**src/design/cmo_pkg.sv**
```systemverilog
// shared constants and types of the compare match output channel
package cmo_pkg;

	localparam int CMO_DATA_W = 32;
	localparam int CMO_TIMER_W = 16;
	localparam int CMO_DECODE_W = 8;
	localparam int CMO_STRB_W = 4;

	// register byte offsets
	localparam logic [7:0] CMO_OFF_CTRL = 8'h00;
	localparam logic [7:0] CMO_OFF_PRIMARY = 8'h04;
	localparam logic [7:0] CMO_OFF_SECONDARY = 8'h08;
	localparam logic [7:0] CMO_OFF_INT_STATUS = 8'h0C;
	localparam logic [7:0] CMO_OFF_INT_MASK = 8'h10;
	localparam logic [7:0] CMO_OFF_STATUS = 8'h14;

	// control register fields
	localparam int CMO_MODE_LSB = 0;
	localparam int CMO_MODE_W = 3;
	localparam int CMO_TSEL_BIT = 3;
	localparam int CMO_FAULT_BIT = 4;
	localparam int CMO_IDLE_BIT = 13;

	// status register fields
	localparam int CMO_STS_PIN_BIT = 0;
	localparam int CMO_STS_TIMER_LSB = 16;

	// interrupt status and mask layout
	localparam int CMO_INT_W = 2;
	localparam int CMO_INT_CMP = 0;
	localparam int CMO_INT_FAULT = 1;

	// reset values
	localparam logic [2:0] CMO_MODE_RST = 3'h0;
	localparam logic [15:0] CMO_VALUE_RST = 16'h0000;
	localparam logic [1:0] CMO_INT_RST = 2'h0;
	localparam logic CMO_FAULT_IDLE_LEVEL = 1'b1;

	localparam logic [1:0] CMO_RESP_OKAY = 2'h0;
	localparam logic [1:0] CMO_RESP_SLVERR = 2'h2;

	typedef enum logic [2:0] {
		CMO_MODE_OFF = 3'h0,
		CMO_MODE_LOW_ONESHOT = 3'h1,
		CMO_MODE_HIGH_ONESHOT = 3'h2,
		CMO_MODE_TOGGLE = 3'h3,
		CMO_MODE_DELAYED = 3'h4,
		CMO_MODE_CONTINUOUS = 3'h5,
		CMO_MODE_PWM = 3'h6,
		CMO_MODE_PWM_FAULT = 3'h7
	} cmo_mode_t;

endpackage

```
**src/design/cmo_compare_match_output.sv**
```systemverilog
// output compare channel with AXI4-Lite registers, PWM and fault protection
//
// Overview of operation
// - Compare one of two selected timers
// - Compare against primary or both compare values
// - Change pin on timer equal to compare
// - Three-bit mode field; zero disables channel
// - One-shot and pulse modes start defined level
// - Interrupts follow mode-specific output edges
// - Toggle keeps level, inverts, interrupts both edges
// - PWM entry: pin follows primary non-zero
// - Plain PWM raises no interrupt
// - Fault PWM interrupts on fault falling edge
// - Select bit one picks second timer
// - Fault flag set by hardware, hardware-cleared
// - Idle-stop bit halts channel during idle
// - Delayed one-shot once, continuous pulse repeats
//
// Added by the designer: the address map and the AXI4-Lite slave port.
`timescale 1ns/1ns
`default_nettype none
module cmo_compare_match_output
	import cmo_pkg::*;
(
	input wire logic clk,
	input wire logic sys_rst,
	input wire logic clkEn,
	input wire logic cpuIdle,
	input wire logic [15:0] firstTimebase,
	input wire logic [15:0] secondTimebase,
	input wire logic firstRollover,
	input wire logic secondRollover,
	input wire logic gpioPinLevel,
	input wire logic faultInputPin,
	output logic compareOutputPin,
	output logic irq,
	input wire logic [31:0] s_axi_awaddr,
	input wire logic s_axi_awvalid,
	output logic s_axi_awready,
	input wire logic [31:0] s_axi_wdata,
	input wire logic [3:0] s_axi_wstrb,
	input wire logic s_axi_wvalid,
	output logic s_axi_wready,
	output logic [1:0] s_axi_bresp,
	output logic s_axi_bvalid,
	input wire logic s_axi_bready,
	input wire logic [31:0] s_axi_araddr,
	input wire logic s_axi_arvalid,
	output logic s_axi_arready,
	output logic [31:0] s_axi_rdata,
	output logic [1:0] s_axi_rresp,
	output logic s_axi_rvalid,
	input wire logic s_axi_rready
);

	// byte-lane merge used for every writable register
	function automatic logic [31:0] mergeBytes(input logic [31:0] oldVal,
		input logic [31:0] newVal, input logic [3:0] strb);
		logic [31:0] res;
		res = oldVal;
		for (int i = 0; i < CMO_STRB_W; i++) begin
			if (strb[i]) begin
				res[i*8 +: 8] = newVal[i*8 +: 8];
			end
		end
		return res;
	endfunction

	// address decode shared by the write and read paths
	function automatic logic isMapped(input logic [31:0] addr);
		logic [7:0] low;
		low = addr[CMO_DECODE_W-1:0];
		return (addr[31:CMO_DECODE_W] == '0) &&
			(low == CMO_OFF_CTRL || low == CMO_OFF_PRIMARY ||
			low == CMO_OFF_SECONDARY || low == CMO_OFF_INT_STATUS ||
			low == CMO_OFF_INT_MASK || low == CMO_OFF_STATUS);
	endfunction

	// pin level taken on entry to a mode
	function automatic logic initLevel(input cmo_mode_t m, input logic cur,
		input logic gpio, input logic priNonZero);
		logic lvl;
		lvl = 1'b0;
		unique case (m)
			CMO_MODE_OFF: lvl = gpio;
			CMO_MODE_LOW_ONESHOT: lvl = 1'b0;
			CMO_MODE_HIGH_ONESHOT: lvl = 1'b1;
			CMO_MODE_TOGGLE: lvl = cur;
			CMO_MODE_DELAYED: lvl = 1'b0;
			CMO_MODE_CONTINUOUS: lvl = 1'b0;
			CMO_MODE_PWM: lvl = priNonZero;
			CMO_MODE_PWM_FAULT: lvl = priNonZero;
		endcase
		return lvl;
	endfunction

	// which output edges raise the compare interrupt in each mode
	function automatic logic edgeIrq(input cmo_mode_t m, input logic rise,
		input logic fall);
		logic hit;
		hit = 1'b0;
		unique case (m)
			CMO_MODE_OFF: hit = 1'b0;
			CMO_MODE_LOW_ONESHOT: hit = rise;
			CMO_MODE_HIGH_ONESHOT: hit = fall;
			CMO_MODE_TOGGLE: hit = rise | fall;
			CMO_MODE_DELAYED: hit = fall;
			CMO_MODE_CONTINUOUS: hit = fall;
			CMO_MODE_PWM: hit = 1'b0;
			CMO_MODE_PWM_FAULT: hit = 1'b0;
		endcase
		return hit;
	endfunction

	cmo_mode_t modeQ;
	cmo_mode_t modePrevQ;
	logic timebaseSelQ;
	logic idleStopQ;
	logic faultFlagQ;
	logic [15:0] primaryQ;
	logic [15:0] secondaryQ;
	logic [1:0] intStatusQ;
	logic [1:0] intMaskQ;
	logic pinQ, pinD;
	logic doneQ, doneD;

	logic awHeldQ, wHeldQ, bValidQ, rValidQ;
	logic [31:0] awAddrQ, wDataQ, rDataQ;
	logic [3:0] wStrbQ;
	logic [1:0] bRespQ, rRespQ;

	logic faultLevel;
	logic faultFall;

	cmo_pin_sync u_fault_sync (
		.clk(clk),
		.sys_rst(sys_rst),
		.clkEn(clkEn),
		.pinAsync(faultInputPin),
		.pinLevel(faultLevel),
		.pinFall(faultFall)
	);

	// ---- bus write path ----
	wire awTake = s_axi_awvalid & s_axi_awready;
	wire wTake = s_axi_wvalid & s_axi_wready;
	wire doWrite = awHeldQ & wHeldQ & ~bValidQ;
	wire [7:0] wrOff = awAddrQ[CMO_DECODE_W-1:0];
	wire wrMapped = isMapped(awAddrQ);
	wire wrCtrl = doWrite & wrMapped & (wrOff == CMO_OFF_CTRL);
	wire wrPri = doWrite & wrMapped & (wrOff == CMO_OFF_PRIMARY);
	wire wrSec = doWrite & wrMapped & (wrOff == CMO_OFF_SECONDARY);
	wire wrIntSts = doWrite & wrMapped & (wrOff == CMO_OFF_INT_STATUS);
	wire wrIntMsk = doWrite & wrMapped & (wrOff == CMO_OFF_INT_MASK);

	wire [31:0] ctrlRead = {18'h00000, idleStopQ, 8'h00, faultFlagQ,
		timebaseSelQ, modeQ};
	wire [31:0] ctrlMerged = mergeBytes(ctrlRead, wDataQ, wStrbQ);
	wire [31:0] priMerged = mergeBytes({16'h0000, primaryQ}, wDataQ, wStrbQ);
	wire [31:0] secMerged = mergeBytes({16'h0000, secondaryQ}, wDataQ, wStrbQ);
	wire [31:0] stsMerged = mergeBytes(32'h00000000, wDataQ, wStrbQ);
	wire [31:0] mskMerged = mergeBytes({30'h00000000, intMaskQ}, wDataQ, wStrbQ);

	// one write at a time: each channel closes once its beat is held
	assign s_axi_awready = ~awHeldQ & ~bValidQ;
	assign s_axi_wready = ~wHeldQ & ~bValidQ;
	assign s_axi_bvalid = bValidQ;
	assign s_axi_bresp = bRespQ;

	always_ff @(posedge clk or posedge sys_rst) begin
		if (sys_rst) begin
			awHeldQ <= 1'b0;
			wHeldQ <= 1'b0;
			awAddrQ <= 32'h00000000;
			wDataQ <= 32'h00000000;
			wStrbQ <= 4'h0;
			bValidQ <= 1'b0;
			bRespQ <= CMO_RESP_OKAY;
		end else if (clkEn) begin
			if (awTake) begin
				awHeldQ <= 1'b1;
				awAddrQ <= s_axi_awaddr;
			end
			if (wTake) begin
				wHeldQ <= 1'b1;
				wDataQ <= s_axi_wdata;
				wStrbQ <= s_axi_wstrb;
			end
			if (doWrite) begin
				awHeldQ <= 1'b0;
				wHeldQ <= 1'b0;
				bValidQ <= 1'b1;
				bRespQ <= wrMapped ? CMO_RESP_OKAY : CMO_RESP_SLVERR;
			end else if (bValidQ && s_axi_bready) begin
				bValidQ <= 1'b0;
			end
		end
	end

	// ---- bus read path ----
	wire [15:0] timerNow = timebaseSelQ ? secondTimebase : firstTimebase;
	wire [7:0] rdOff = s_axi_araddr[CMO_DECODE_W-1:0];
	wire rdMapped = isMapped(s_axi_araddr);
	wire [31:0] statusRead = ({16'h0000, timerNow} << CMO_STS_TIMER_LSB) |
		({31'h00000000, pinQ} << CMO_STS_PIN_BIT);
	wire [31:0] rdMux =
		!rdMapped ? 32'h00000000 :
		(rdOff == CMO_OFF_CTRL) ? ctrlRead :
		(rdOff == CMO_OFF_PRIMARY) ? {16'h0000, primaryQ} :
		(rdOff == CMO_OFF_SECONDARY) ? {16'h0000, secondaryQ} :
		(rdOff == CMO_OFF_INT_STATUS) ? {30'h00000000, intStatusQ} :
		(rdOff == CMO_OFF_INT_MASK) ? {30'h00000000, intMaskQ} :
		statusRead;
	wire arTake = s_axi_arvalid & s_axi_arready;

	assign s_axi_arready = ~rValidQ;
	assign s_axi_rvalid = rValidQ;
	assign s_axi_rdata = rDataQ;
	assign s_axi_rresp = rRespQ;

	always_ff @(posedge clk or posedge sys_rst) begin
		if (sys_rst) begin
			rValidQ <= 1'b0;
			rDataQ <= 32'h00000000;
			rRespQ <= CMO_RESP_OKAY;
		end else if (clkEn) begin
			if (arTake) begin
				rValidQ <= 1'b1;
				rDataQ <= rdMux;
				rRespQ <= rdMapped ? CMO_RESP_OKAY : CMO_RESP_SLVERR;
			end else if (rValidQ && s_axi_rready) begin
				rValidQ <= 1'b0;
			end
		end
	end

	// ---- channel ----
	// idle-stop freezes the channel only; the bus keeps answering
	wire run = ~(idleStopQ & cpuIdle);
	wire rollover = timebaseSelQ ? secondRollover : firstRollover;
	wire matchPri = (timerNow == primaryQ);
	wire matchSec = (timerNow == secondaryQ);
	wire modeEntry = (modeQ != modePrevQ);
	wire isPwm = (modeQ == CMO_MODE_PWM) || (modeQ == CMO_MODE_PWM_FAULT);
	wire faultEvent = run & faultFall & (modeQ == CMO_MODE_PWM_FAULT);
	wire pwmReload = run & isPwm & rollover & ~modeEntry;

	always_comb begin
		pinD = pinQ;
		doneD = doneQ;
		if (modeEntry) begin
			pinD = initLevel(modeQ, pinQ, gpioPinLevel, primaryQ != CMO_VALUE_RST);
			doneD = 1'b0;
		end else begin
			unique case (modeQ)
				CMO_MODE_OFF: pinD = gpioPinLevel;
				CMO_MODE_LOW_ONESHOT: pinD = matchPri ? 1'b1 : pinQ;
				CMO_MODE_HIGH_ONESHOT: pinD = matchPri ? 1'b0 : pinQ;
				CMO_MODE_TOGGLE: pinD = matchPri ? ~pinQ : pinQ;
				CMO_MODE_DELAYED, CMO_MODE_CONTINUOUS: begin
					// the high phase must be seen before a secondary match ends it
					if (!doneQ) begin
						if (matchSec && pinQ) begin
							pinD = 1'b0;
							doneD = (modeQ == CMO_MODE_DELAYED);
						end else if (matchPri) begin
							pinD = 1'b1;
						end
					end
				end
				CMO_MODE_PWM, CMO_MODE_PWM_FAULT: begin
					// a latched fault holds the pin low until the mode is left
					if (faultFlagQ || faultEvent) begin
						pinD = 1'b0;
					end else if (rollover) begin
						pinD = (secondaryQ != CMO_VALUE_RST);
					end else if (matchPri) begin
						pinD = 1'b0;
					end
				end
			endcase
		end
	end

	wire pinRise = run & ~modeEntry & pinD & ~pinQ;
	wire pinFallEdge = run & ~modeEntry & ~pinD & pinQ;
	wire cmpEvent = edgeIrq(modeQ, pinRise, pinFallEdge);
	wire [1:0] intEvents = {faultEvent, cmpEvent};
	wire [1:0] intClear = wrIntSts ? stsMerged[CMO_INT_W-1:0] : 2'h0;
	// set wins over a write-one clear in the same cycle
	wire [1:0] intStatusD = (intStatusQ & ~intClear) | intEvents;

	always_ff @(posedge clk or posedge sys_rst) begin
		if (sys_rst) begin
			pinQ <= 1'b0;
			doneQ <= 1'b0;
			modePrevQ <= CMO_MODE_OFF;
		end else if (clkEn && run) begin
			pinQ <= pinD;
			doneQ <= doneD;
			modePrevQ <= modeQ;
		end
	end

	// software writes the control fields; the timer should be stopped first
	always_ff @(posedge clk or posedge sys_rst) begin
		if (sys_rst) begin
			modeQ <= cmo_mode_t'(CMO_MODE_RST);
			timebaseSelQ <= 1'b0;
			idleStopQ <= 1'b0;
		end else if (clkEn && wrCtrl) begin
			modeQ <= cmo_mode_t'(ctrlMerged[CMO_MODE_LSB +: CMO_MODE_W]);
			timebaseSelQ <= ctrlMerged[CMO_TSEL_BIT];
			idleStopQ <= ctrlMerged[CMO_IDLE_BIT];
		end
	end

	// fault flag ignores software; it clears only when the mode leaves fault PWM
	always_ff @(posedge clk or posedge sys_rst) begin
		if (sys_rst) begin
			faultFlagQ <= 1'b0;
		end else if (clkEn) begin
			if (faultEvent) begin
				faultFlagQ <= 1'b1;
			end else if (modeQ != CMO_MODE_PWM_FAULT) begin
				faultFlagQ <= 1'b0;
			end
		end
	end

	// a bus write to the primary value wins over a rollover reload
	always_ff @(posedge clk or posedge sys_rst) begin
		if (sys_rst) begin
			primaryQ <= CMO_VALUE_RST;
			secondaryQ <= CMO_VALUE_RST;
		end else if (clkEn) begin
			if (wrPri) begin
				primaryQ <= priMerged[CMO_TIMER_W-1:0];
			end else if (pwmReload) begin
				primaryQ <= secondaryQ;
			end
			if (wrSec) begin
				secondaryQ <= secMerged[CMO_TIMER_W-1:0];
			end
		end
	end

	always_ff @(posedge clk or posedge sys_rst) begin
		if (sys_rst) begin
			intStatusQ <= CMO_INT_RST;
			intMaskQ <= CMO_INT_RST;
		end else if (clkEn) begin
			intStatusQ <= intStatusD;
			if (wrIntMsk) begin
				intMaskQ <= mskMerged[CMO_INT_W-1:0];
			end
		end
	end

	assign irq = |(intStatusQ & intMaskQ);
	assign compareOutputPin = pinQ;

endmodule // cmo_compare_match_output
`default_nettype wire

```
**src/design/cmo_pin_sync.sv**
```systemverilog
// three-stage pin synchroniser with agreement filter and falling-edge pulse
`timescale 1ns/1ns
`default_nettype none
module cmo_pin_sync
	import cmo_pkg::*;
(
	input wire logic clk,
	input wire logic sys_rst,
	input wire logic clkEn,
	input wire logic pinAsync,
	output logic pinLevel,
	output logic pinFall
);

	logic stage1Q;
	logic stage2Q;
	logic stage3Q;
	logic levelQ;
	logic fallQ;

	// a change is accepted only once the second and third stages agree
	wire agree = (stage2Q == stage3Q);
	wire levelD = agree ? stage3Q : levelQ;

	always_ff @(posedge clk or posedge sys_rst) begin
		if (sys_rst) begin
			stage1Q <= CMO_FAULT_IDLE_LEVEL;
			stage2Q <= CMO_FAULT_IDLE_LEVEL;
			stage3Q <= CMO_FAULT_IDLE_LEVEL;
			levelQ <= CMO_FAULT_IDLE_LEVEL;
			fallQ <= 1'b0;
		end else if (clkEn) begin
			stage1Q <= pinAsync;
			stage2Q <= stage1Q;
			stage3Q <= stage2Q;
			levelQ <= levelD;
			fallQ <= levelQ & ~levelD;
		end
	end

	assign pinLevel = levelQ;
	assign pinFall = fallQ;

endmodule // cmo_pin_sync
`default_nettype wire

```
**config.mk**
```make
export PLATFORM = sky130hd
export DESIGN_NAME = cmo_compare_match_output
export DESIGN_NICKNAME = d
export VERILOG_FILES = /design/src/design/cmo_pkg.sv /design/src/design/cmo_compare_match_output.sv /design/src/design/cmo_pin_sync.sv
export SDC_FILE = /design/constraint.sdc
export NUM_CORES = 1
export LEC_CHECK = 0
export ABC_AREA = 0
export CORE_MARGIN = 1.5
export CORE_UTILIZATION = 50
export CTS_CLUSTER_SIZE = 8
export DETAILED_ROUTE_END_ITERATION = 7
export DONT_BUFFER_PORTS = 1
export RECOVER_POWER = 100
export SYNTH_ARGS = -nofsm -noshare
export SYNTH_HDL_FRONTEND = slang
export SYNTH_SLANG_ARGS = --single-unit
```
**constraint.sdc**
```tcl
create_clock -name clk -period 8.5 [get_ports clk]
set_input_delay 0.85 -clock clk [delete_from_list [all_inputs] [get_ports clk]]
set_output_delay 0.85 -clock clk [all_outputs]
set_load 0.02 [all_outputs]
```
==> results.txt, run 1 <==
----------------------------------------------------
[Status]
  Run status ... finished, violations left
  Violations in the final reports ... max-capacitance violations, max-slew violations

[Critical path]
  Worst path cell trace ... mux2i_1 -> xnor2_1 -> nor4_1 -> nand4_1 -> ha_1 -> inv_1 -> mux2i_1 -> a21oi_1 -> o22ai_1 -> a221oi_1 -> a21boi_0 -> a21oi_1
  Critical Path Start Type ... flip-flop
  Largest delay share family, worst path ... compound AO/OA/AOI/OAI gates
  Data arrival time of the critical path ... 4.21 ns
  Largest driver fanout on the critical path ... 19
  Slowest cell on the critical path ... sky130_fd_sc_hd__dfrtp_1
  Data required time of the critical path ... 8.77 ns
  Critical path buffer and inverter count ... 1
  CP peak stage delay ... 1.01 ns
  Kind of end point of the critical path ... flip-flop
  Type of the setup path with the least slack ... reg -> reg

[Die]
  Floorplan row count ... 42
  Die footprint ... 14700 µm²
  Initial core utilization ... 52.0%
  Core area ... 13400 µm²
  Die W ... 121 µm
  Die height ... 121 µm
  I/O pin count ... 188

[Timing]
  Final number of max-transition violations ... 139
  Upper clock frequency limit ... 0.254 GHz
  Final setup violating endpoints ... 0
  Actual slew at the worst max-slew pin ... 3.01 ns
  Final Cycle Share ... 46.3%
  Post-Route Setup TNS ... 0 ns
  Final WS setup ... 4.57 ns
  Number of endpoints with negative hold slack in the final report ... 0
  RSZ-0062 raised after global routing ... false
  Headroom to the max-slew limit ... -102%
  Shortest period the worst path allows ... 3.93 ns
  Skew final ... 0.00944 ns

[Clock tree]
  TritonCTS buffer count ... 17
  Maximum level of the CTS H-tree ... 4
  Number of post-CTS setup repair buffers ... 0
  Number of buffers inserted for hold repair after clock tree synthesis ... 0
  Post-CTS Resized ... 0
  Clock-pin slew of the registers on the worst-case setup and hold paths ... 0.06 ns
  Clk root buf ... sky130_fd_sc_hd__clkbuf_16
  Maximum buffer depth of the clock tree ... 2
  Clock tree sinks ... 140
  Clock tree from TritonCTS ... built
  Clk Latency, worst-skew pair ... 0.42 ns

[Synthesis]
  Mapped Cells ... 590
  Synthesized-area fraction occupied by ao, oa, aoi and oai cells ... 8.24%
  Count of cell types in the netlist ... 60
  Mapped Area ... 6970 µm²
  Post-synthesis share of cell area spent on full adders, half adders and majority gates ... 0.359%
  Count of synthesis-stage warnings from yosys ... 0
  Fraction of the yosys area taken by sequential cells ... 50.4%
  Area share of and/or/nand/nor cells after synthesis ... 12.1%
  Count of state elements after synthesis ... 140
  Average size of a mapped cell ... 11.8 µm²
  Number of flops mapped to enable cells by yosys ... 0
  Post-synthesis mux area share ... 22.0%
  Xor/xnor cell area share of the yosys netlist ... 4.40%
  Largest family of logic cells by synthesized area ... multiplexers
  Most frequently used flop master after synthesis ... sky130_fd_sc_hd__dfrtp_1
  Share of async-settable or async-resettable flops after synthesis ... 100%

[Pwr]
  Leakage power total ... 3.25 nW
  Sw Share ... 26.7%
  Internal power contribution ... 0.00142 W
  Sequential group share of total power ... 48.4%
  Part of the total power dissipated in the clock network ... 38.2%
  Proportion of power drawn by combinational gates ... 13.3%
  Sw Pwr ... 0.000517 W
  Max VDD drop ... 0.182 mV
  Total Power ... 0.00193 W
  Total power density per cell area ... 254 nW/µm²

[Placement]
  Last weighted congestion value of the routability-driven placer ... 0.884
  Count of input and output buffers ... 0
  Post-DP HPWL ... 12200 µm
  Pre-CTS setup slack ... 4.63 ns

[Detailed routing]
  Via count ... 4698
  Final Routed Wirelength ... 16500 µm
  Routed wire per std cell ... 21.3 µm
  Number of iterations in the first detailed-routing pass ... 4
  Post-detailed-route count of antenna-violating nets ... 0
  DR vias/cell ... 6.05
  First DRT Iteration DRCs ... 219
  DRC violation count after routing ... 0

[Global route]
  Maximum number of pins on one net before global-route repair ... 74
  Residual overflow from global routing ... 0
  Number of global-route vias before repair ... 4998
  Wire length of the first global-routing pass ... 26400 µm
  Antenna violations before repair ... 0
  Global Route Usage Sum ... 23.8%

[Final layout]
  Sequential standard cell area ... 3510 µm²
  Filler cells ... 1137
  Growth of design area from synthesis to finish ... 9.30%
  Number of nets in the finished design ... 735
  Multi-input gate area in the final layout ... 3220 µm²
  Layout cell share with drive strength beyond 1 ... 23.8%
  Most frequent cells in the layout ... sky130_fd_sc_hd__dfrtp_1 (136), sky130_fd_sc_hd__mux2_2 (84), sky130_fd_sc_hd__nand2_1 (53), sky130_fd_sc_hd__o21ai_0 (36), sky130_fd_sc_hd__xnor2_1 (32)
  Commonest non-fill, non-tap cell in the layout ... sky130_fd_sc_hd__dfrtp_1
  Antenna diodes ... 0

[Job]
  Max-cap violations ... 3

[Worst hold path]
  Path class of the lowest-slack min-delay path ... reg -> reg

----------------------------------------------------
-- flip-flops by register name (all words and copies together) (netlist names), 2 cells and up --
| register | flops |
|---|---|
| modeQ | 3 |
| s_axi_rdata | 32 |
| intMaskQ | 2 |
| intStatusQ | 2 |
| secondaryQ | 16 |
| wDataQ | 16 |
| primaryQ | 16 |
| wStrbQ | 2 |
| awAddrQ | 32 |
| modePrevQ | 3 |
-- Yosys cell counts, types with 4 or more instances --
cell / number / share of area, %
sky130_fd_sc_hd__dfrtp_1: 136 / 49
sky130_fd_sc_hd__mux2_2: 84 / 14
sky130_fd_sc_hd__nand2_1: 53 / 2.9
sky130_fd_sc_hd__o21ai_0: 36 / 2.6
sky130_fd_sc_hd__xnor2_1: 32 / 4.0
sky130_fd_sc_hd__mux2i_1: 22 / 3.2
sky130_fd_sc_hd__nor2_1: 22 / 1.2
sky130_fd_sc_hd__nor4_1: 20 / 1.8
sky130_fd_sc_hd__clkbuf_1: 18 / 0.97
sky130_fd_sc_hd__mux2_4: 18 / 3.9
sky130_fd_sc_hd__inv_1: 12 / 0.65
sky130_fd_sc_hd__a22oi_1: 10 / 1.1
sky130_fd_sc_hd__nand3_1: 10 / 0.72
sky130_fd_sc_hd__a21oi_1: 8 / 0.57
sky130_fd_sc_hd__mux2_1: 6 / 0.97
sky130_fd_sc_hd__nand4_1: 6 / 0.54
sky130_fd_sc_hd__nor2b_1: 6 / 0.54
sky130_fd_sc_hd__nor4_2: 6 / 1.1
sky130_fd_sc_hd__a22o_1: 5 / 0.63
sky130_fd_sc_hd__nand2b_1: 5 / 0.45
sky130_fd_sc_hd__nor3_1: 5 / 0.36
sky130_fd_sc_hd__buf_2: 4 / 0.29
sky130_fd_sc_hd__dfstp_2: 4 / 1.5
sky130_fd_sc_hd__nor3b_1: 4 / 0.43
-- final cells by class --
cell class | count | area share [%]
flip-flops and latches | 140 | 46.1
well taps | 176 | 2.89
clock inverters | 13 | 1.95
multi-input cells | 412 | 42.3
inverters | 12 | 0.608
repair buffers | 5 | 0.345
clock buffers | 19 | 5.82
-- path summary, 6_finish.rpt --
check / startpoint / endpoint / slack (ns) / cells past startpoint
hold / removal: awAddrQ[9] / awAddrQ[9] / 0.52 / 1
min in group asynchronous: sys_rst / awAddrQ[13] / 1.18 / 1
hold reg to reg: awAddrQ[9] / awAddrQ[9] / 0.52 / 1
setup / recovery: timebaseSelQ / compareOutputPin / 4.57 / 12
setup reg to reg: timebaseSelQ / compareOutputPin / 4.57 / 12
max in group asynchronous: sys_rst / secondaryQ[5] / 5.38 / 2
-- power groups by stage --
stage	sequential, W	clock, W	combinational [W]
after floorplan	0.000909	0	0.000230
after global placement	0.000945	0	0.000252
after detailed placement	0.000954	0	0.000266
after CTS	0.000942	0.000753	0.000267
after global routing	0.000961	0.000781	0.000287
final	0.000935	0.000739	0.000257
-- routing by layer --
layer,vias up,track usage [%],wire (µm)
met3,17,7.57,1560
met4,0,8.53,202
met2,224,39.4,7970
met1,2329,29.4,6810
li1,2128,-,-
met5,-,0,0
-- stage by stage --
step           hold WS [ns]  cells  util (%)  area, µm²
2_1_floorplan         0.488    591         -       6970
3_3_place_gp          0.511    745      53.0       7100
3_5_place_dp          0.517    745      53.0       7100
4_1_cts               0.394    777      57.4       7700
5_1_grt               0.538    777      56.8       7620
6_report              0.523    777      56.8       7620
-- logic make-up (layout without fill, tap and decap cells) --
logic type | Yosys count | after routing
other | 1 | 2
multiplexers | 132 | 132
AND/OR/NAND/NOR | 153 | 153
flip-flops | 140 | 140
buffers and inverters | 39 | 49
XOR/XNOR | 35 | 35
AO/OA/AOI/OAI | 88 | 88
adder cells (fa/ha/maj) | 2 | 2
No activity file was read; power rests on OpenSTA's default activity.
==> run 2: changes to the inputs <==
--- a/config.mk
+++ b/config.mk
@@ -11,6 +11,7 @@
 export CTS_CLUSTER_SIZE = 8
 export DETAILED_ROUTE_END_ITERATION = 7
 export DONT_BUFFER_PORTS = 1
+export PLACE_DENSITY = 0.68
 export RECOVER_POWER = 100
 export SYNTH_ARGS = -nofsm -noshare
 export SYNTH_HDL_FRONTEND = slang
==> constraint.sdc (replaced) <==
create_clock -name clk -period 3.5 [get_ports clk]
set_input_delay 0.35 -clock clk [delete_from_list [all_inputs] [get_ports clk]]
set_output_delay 0.35 -clock clk [all_outputs]
set_load 0.02 [all_outputs]
==> results.txt, run 2 (synthesis results as in run 1) <==
----------------------------------------------------
[Pwr]
  Total Power ... 0.00460 W
  Leakage power total ... 3.29 nW
  Total power density per cell area ... 598 nW/µm²
  Max VDD drop ... 0.506 mV

[Critical path]
  Kind of end point of the critical path ... flip-flop
  Type of the setup path with the least slack ... reg -> reg
  Critical Path Start Type ... flip-flop
  Endpoint of the worst-slack reg-to-reg timing path ... intStatusQ[0]
  Largest driver fanout on the critical path ... 17
  Worst Setup SP ... timebaseSelQ
  Data required time of the critical path ... 3.79 ns
  Startpoint of the lowest-slack register-to-register path ... timebaseSelQ
  Critical path capture point ... intStatusQ[0]
  Depth of the worst register-to-register path ... 13
  Data arrival time of the critical path ... 3.60 ns
  Slack of the worst reg-to-reg path ... 0.19 ns

[Detailed routing]
  Routed wire per std cell ... 20.5 µm
  Number of iterations in the first detailed-routing pass ... 4
  DRC violation count after routing ... 0
  DR vias/cell ... 6.03
  Post-detailed-route count of antenna-violating nets ... 0
  Final Routed Wirelength ... 16100 µm
  Via count ... 4723
  First DRT Iteration DRCs ... 253

[Status]
  Violations in the final reports ... max-capacitance violations, max-slew violations
  Run status ... finished, violations left

[Timing]
  Final setup violating endpoints ... 0
  Final Cycle Share ... 94.6%
  Post-Route Setup TNS ... 0 ns
  Actual slew at the worst max-slew pin ... 1.73 ns
  Shortest period the worst path allows ... 3.31 ns
  Skew final ... 0.00986 ns
  Final number of max-transition violations ... 142
  Headroom to the max-slew limit ... -15.6%
  Upper clock frequency limit ... 0.302 GHz
  Number of endpoints with negative hold slack in the final report ... 0

[Placement]
  DP Area ... 7170 µm²
  Post-DP HPWL ... 11900 µm
  Post-placement cell count ... 751
  Count of input and output buffers ... 0
  Last weighted congestion value of the routability-driven placer ... 0.831

[Final layout]
  Growth of design area from synthesis to finish ... 10.3%
  Final standard cell count with taps included and fillers excluded ... 783
  Layout cell share with drive strength beyond 1 ... 25.2%
  Most frequent cells in the layout ... sky130_fd_sc_hd__dfrtp_1 (136), sky130_fd_sc_hd__mux2_2 (84), sky130_fd_sc_hd__nand2_1 (53), sky130_fd_sc_hd__o21ai_0 (36), sky130_fd_sc_hd__xnor2_1 (32)
  Number of nets in the finished design ... 742
  Commonest non-fill, non-tap cell in the layout ... sky130_fd_sc_hd__dfrtp_1
  Post-layout utilization of the core ... 57.4%
  Design area ... 7690 µm²

[Global route]
  Routing usage on met2 ... 36.8%
  Residual overflow from global routing ... 0
  Antenna violations before repair ... 2
  Wire length of the first global-routing pass ... 25400 µm
  Routing layer with the top usage in global route ... met2
  Number of global-route vias before repair ... 4925
  Global Route Usage Sum ... 22.8%
  Met3 demand-to-capacity share in global routing ... 8.98%
  Met1 layer usage reported by global route ... 27.8%
  Maximum number of pins on one net before global-route repair ... 72

[Clock tree]
  Clk Latency, worst-skew pair ... 0.42 ns
  Clk root buf ... sky130_fd_sc_hd__clkbuf_16
  Maximum level of the CTS H-tree ... 4
  Clock tree sinks ... 140
  Clock-pin slew of the registers on the worst-case setup and hold paths ... 0.06 ns
  TritonCTS buffer count ... 17
  Maximum buffer depth of the clock tree ... 2
  Number of post-CTS setup repair buffers ... 0
  Clock tree from TritonCTS ... built

[Die]
  I/O pin count ... 188
  Initial core utilization ... 52.0%
  Core area ... 13400 µm²
  Die footprint ... 14700 µm²
  Floorplan row count ... 42
  Die height ... 121 µm
  Die W ... 121 µm

[Worst hold path]
  Path class of the lowest-slack min-delay path ... in -> reg

[Job]
  Max-cap violations ... 3

----------------------------------------------------
## run 2: through the flow
stage / hold WS, ns / setup WS, ns
after floorplan: 0.467 / 0.679
after global placement: 0.345 / 0.364
after detailed placement: 0.362 / 0.190
after CTS: 0.0531 / 0.178
after global routing: 0.0530 / -0.0135
final: 0.0633 / 0.190
## run 2: metal layers
metal | routed length [µm] | share of wire, %
met1 | 6600 | 41
met2 | 7610 | 47
met3 | 1550 | 9.7
met4 | 300 | 1.9
met5 | 10 | 0.062
## run 2: worst max-delay path, cell delays in order (launching register included)
cell and delay [ns]:
sky130_fd_sc_hd__dfrtp_1 0.44, sky130_fd_sc_hd__buf_12 0.21, sky130_fd_sc_hd__mux2i_2 0.36, sky130_fd_sc_hd__xnor2_1 0.10
sky130_fd_sc_hd__nor4_1 0.35, sky130_fd_sc_hd__nand4_1 0.30, sky130_fd_sc_hd__ha_1 0.36, sky130_fd_sc_hd__inv_1 0.06
sky130_fd_sc_hd__mux2i_1 0.06, sky130_fd_sc_hd__a21oi_1 0.15, sky130_fd_sc_hd__o22ai_1 0.08, sky130_fd_sc_hd__a221oi_1 0.34
sky130_fd_sc_hd__a21boi_1 0.26, sky130_fd_sc_hd__o21ai_1 0.11
## run 2: repair_timing
action,in CTS,in global routing
endpoints found under the setup margin,0,2
gates resized for setup,0,8
hold endpoints to repair,31,0
hold buffers,1,0
## run 2: worst min-delay path by stage
stage / slack, ns / from / endpoint / cells after the start
after CTS: 0.05 / s_axi_wdata[0] / wDataQ[0] / 2
after global placement: 0.35 / sys_rst / awAddrQ[16] / 1
after floorplan: 0.47 / s_axi_wdata[0] / wDataQ[0] / 2
final: 0.06 / s_axi_wdata[0] / wDataQ[0] / 2
after global routing: 0.05 / s_axi_wdata[0] / wDataQ[0] / 2
after detailed placement: 0.36 / sys_rst / awAddrQ[16] / 1
## run 2: area by class of cell
cell class | instances | area (µm²)
fill | 1113 | 5710
sequential | 140 | 3510
multi-input combinational | 412 | 3270
clock buffer | 21 | 450
tap | 176 | 220
clock inverter | 9 | 97.6
timing repair buffer | 12 | 88.8
inverter | 12 | 46.3
antenna | 1 | 2.50
## run 2: power breakdown
group / switching (W) / internal, W
clock: 0.000646 / 0.00105
combinational: 0.000272 / 0.000358
sequential: 0.000316 / 0.00196
==> run 3: changes to the inputs <==
==> constraint.sdc (replaced) <==
create_clock -name clk -period 3.5 [get_ports clk]
set_input_delay 0.35 -clock clk [delete_from_list [all_inputs] [get_ports clk]]
set_output_delay 0.35 -clock clk [all_outputs]
set_load 0.01 [all_outputs]
==> results.txt, run 3 (synthesis results as in run 1) <==
----------------------------------------------------
[Status]
  Run status ... finished, violations left
  Violations in the final reports ... max-capacitance violations, max-slew violations

[Critical path]
  Kind of end point of the critical path ... flip-flop
  Type of the setup path with the least slack ... reg -> reg
  Largest driver fanout on the critical path ... 17
  Data arrival time of the critical path ... 3.57 ns
  CP peak stage delay ... 0.43 ns
  Slowest cell on the critical path ... sky130_fd_sc_hd__dfrtp_1
  Data required time of the critical path ... 3.79 ns
  Critical Path Start Type ... flip-flop
  Worst path cell trace ... buf_12 -> mux2i_2 -> xnor2_1 -> nor4_1 -> nand4_1 -> buf_4 -> ha_1 -> nand2_1 -> nor2_1 -> a21oi_1 -> o22ai_1 -> a221oi_1 -> a21boi_1 -> o21ai_1
  Largest delay share family, worst path ... compound AO/OA/AOI/OAI gates
  Critical path buffer and inverter count ... 2

[Die]
  Die height ... 121 µm
  Floorplan row count ... 42
  Die W ... 121 µm
  Initial core utilization ... 52.0%
  Die footprint ... 14700 µm²
  Core area ... 13400 µm²
  I/O pin count ... 188

[Timing]
  Headroom to the max-slew limit ... -12.8%
  Skew final ... 0.0105 ns
  Final WS setup ... 0.219 ns
  Final number of max-transition violations ... 141
  Number of endpoints with negative hold slack in the final report ... 0
  RSZ-0062 raised after global routing ... false
  Upper clock frequency limit ... 0.305 GHz
  Final setup violating endpoints ... 0
  Shortest period the worst path allows ... 3.28 ns
  Post-Route Setup TNS ... 0 ns
  Final Cycle Share ... 93.8%
  Actual slew at the worst max-slew pin ... 1.69 ns

[Clock tree]
  TritonCTS buffer count ... 17
  Clk Latency, worst-skew pair ... 0.42 ns
  Maximum buffer depth of the clock tree ... 2
  Maximum level of the CTS H-tree ... 4
  Clock tree from TritonCTS ... built
  Clock tree sinks ... 140
  Clock-pin slew of the registers on the worst-case setup and hold paths ... 0.06 ns
  Clk root buf ... sky130_fd_sc_hd__clkbuf_16

[Pwr]
  Sequential group share of total power ... 49.4%
  Internal power contribution ... 0.00337 W
  Total Power ... 0.00457 W
  Sw Pwr ... 0.00120 W
  Part of the total power dissipated in the clock network ... 37.1%
  Sw Share ... 26.3%
  Leakage power total ... 3.30 nW
  Total power density per cell area ... 594 nW/µm²
  Proportion of power drawn by combinational gates ... 13.4%
  Max VDD drop ... 0.513 mV

[Worst hold path]
  Path class of the lowest-slack min-delay path ... in -> reg

[Detailed routing]
  First DRT Iteration DRCs ... 219
  Via count ... 4748
  Routed wire per std cell ... 20.2 µm
  DRC violation count after routing ... 0
  Number of iterations in the first detailed-routing pass ... 5
  DR vias/cell ... 6.04
  Final Routed Wirelength ... 15900 µm
  Post-detailed-route count of antenna-violating nets ... 0

[Global route]
  Number of global-route vias before repair ... 4925
  Residual overflow from global routing ... 0
  Wire length of the first global-routing pass ... 25300 µm
  Global Route Usage Sum ... 22.7%
  Maximum number of pins on one net before global-route repair ... 72
  Antenna violations before repair ... 2

[Placement]
  Last weighted congestion value of the routability-driven placer ... 0.831
  Count of input and output buffers ... 0
  Pre-CTS setup slack ... 0.180 ns
  Post-placement cell count ... 751
  Post-DP HPWL ... 12000 µm

[Final layout]
  Filler cells ... 1091
  Final standard cell count with taps included and fillers excluded ... 786
  Layout cell share with drive strength beyond 1 ... 25.2%
  Number of nets in the finished design ... 744
  Most frequent cells in the layout ... sky130_fd_sc_hd__dfrtp_1 (136), sky130_fd_sc_hd__mux2_2 (84), sky130_fd_sc_hd__nand2_1 (53), sky130_fd_sc_hd__o21ai_0 (36), sky130_fd_sc_hd__xnor2_1 (32)
  Commonest non-fill, non-tap cell in the layout ... sky130_fd_sc_hd__dfrtp_1
  Growth of design area from synthesis to finish ... 10.5%
  Antenna diodes ... 0

[Job]
  Max-cap violations ... 3

----------------------------------------------------
==> run 3: through the flow <==
stage	util, %	hold WS [ns]	area, µm²
global route	57.5	0.0482	7700
floorplan	-	0.467	6980
finish	57.5	0.0577	7700
detailed placement	53.5	0.361	7170
global placement	53.5	0.345	7170
CTS	57.7	0.0458	7740
==> run 3: worst register-to-register path: stages (launching register included) <==
cell and delay (ns):
sky130_fd_sc_hd__dfrtp_1 0.43, sky130_fd_sc_hd__buf_12 0.21, sky130_fd_sc_hd__mux2i_2 0.37, sky130_fd_sc_hd__xnor2_1 0.11
sky130_fd_sc_hd__nor4_1 0.32, sky130_fd_sc_hd__nand4_1 0.25, sky130_fd_sc_hd__buf_4 0.21, sky130_fd_sc_hd__ha_1 0.19
sky130_fd_sc_hd__nand2_1 0.07, sky130_fd_sc_hd__nor2_1 0.05, sky130_fd_sc_hd__a21oi_1 0.13, sky130_fd_sc_hd__o22ai_1 0.09
sky130_fd_sc_hd__a221oi_1 0.36, sky130_fd_sc_hd__a21boi_1 0.27, sky130_fd_sc_hd__o21ai_1 0.11
==> run 3: layout make-up <==
type                    instances  area [µm²]  area share [%]
clock buffers                  24         462            6.00
clock inverters                 8        92.6            1.20
inverters                      12        46.3           0.601
multi-input cells             412        3270            42.4
flip-flops and latches        140        3510            45.6
well taps                     176         220            2.86
repair buffers                 14         104            1.35
==> run 3: per-layer routing <==
metal	part of all wire [%]	track usage (%)	routed length [µm]
met2	47	36.6	7530
met1	40	27.2	6290
met3	10	9.02	1660
met4	2.5	9.04	401
met5	0.063	0	10
==> run 3: path summary, 6_finish.rpt <==
| path | start | end | slack [ns] | depth (start not counted) |
|---|---|---|---|---|
| worst min-delay path | s_axi_wdata[0] | wDataQ[0] | 0.06 | 2 |
| worst max-delay path | timebaseSelQ | intStatusQ[0] | 0.22 | 14 |
| min in group asynchronous | sys_rst | awAddrQ[15] | 0.68 | 2 |
| worst max register to register | timebaseSelQ | intStatusQ[0] | 0.22 | 14 |
| max in group asynchronous | sys_rst | s_axi_rdata[27] | 0.60 | 3 |
| worst min register to register | awAddrQ[29] | awAddrQ[29] | 0.51 | 1 |
==> run 3: what timing repair did <==
action                                  CTS  global route
hold endpoints to repair                 31             0
buffers inserted                          0             2
resized for setup                         0             8
hold buffers                              1             0
endpoints found under the setup margin    0             2
==> run 3: power by group through the flow <==
| stage | Sequential (W) | Combinational [W] | Clock (W) |
|---|---|---|---|
| after floorplan | 0.00220 | 0.000548 | 0 |
| after detailed placement | 0.00230 | 0.000628 | 0 |
| after global routing | 0.00232 | 0.000688 | 0.00181 |
| after global placement | 0.00227 | 0.000601 | 0 |
| after CTS | 0.00227 | 0.000631 | 0.00173 |
| final | 0.00226 | 0.000615 | 0.00170 |
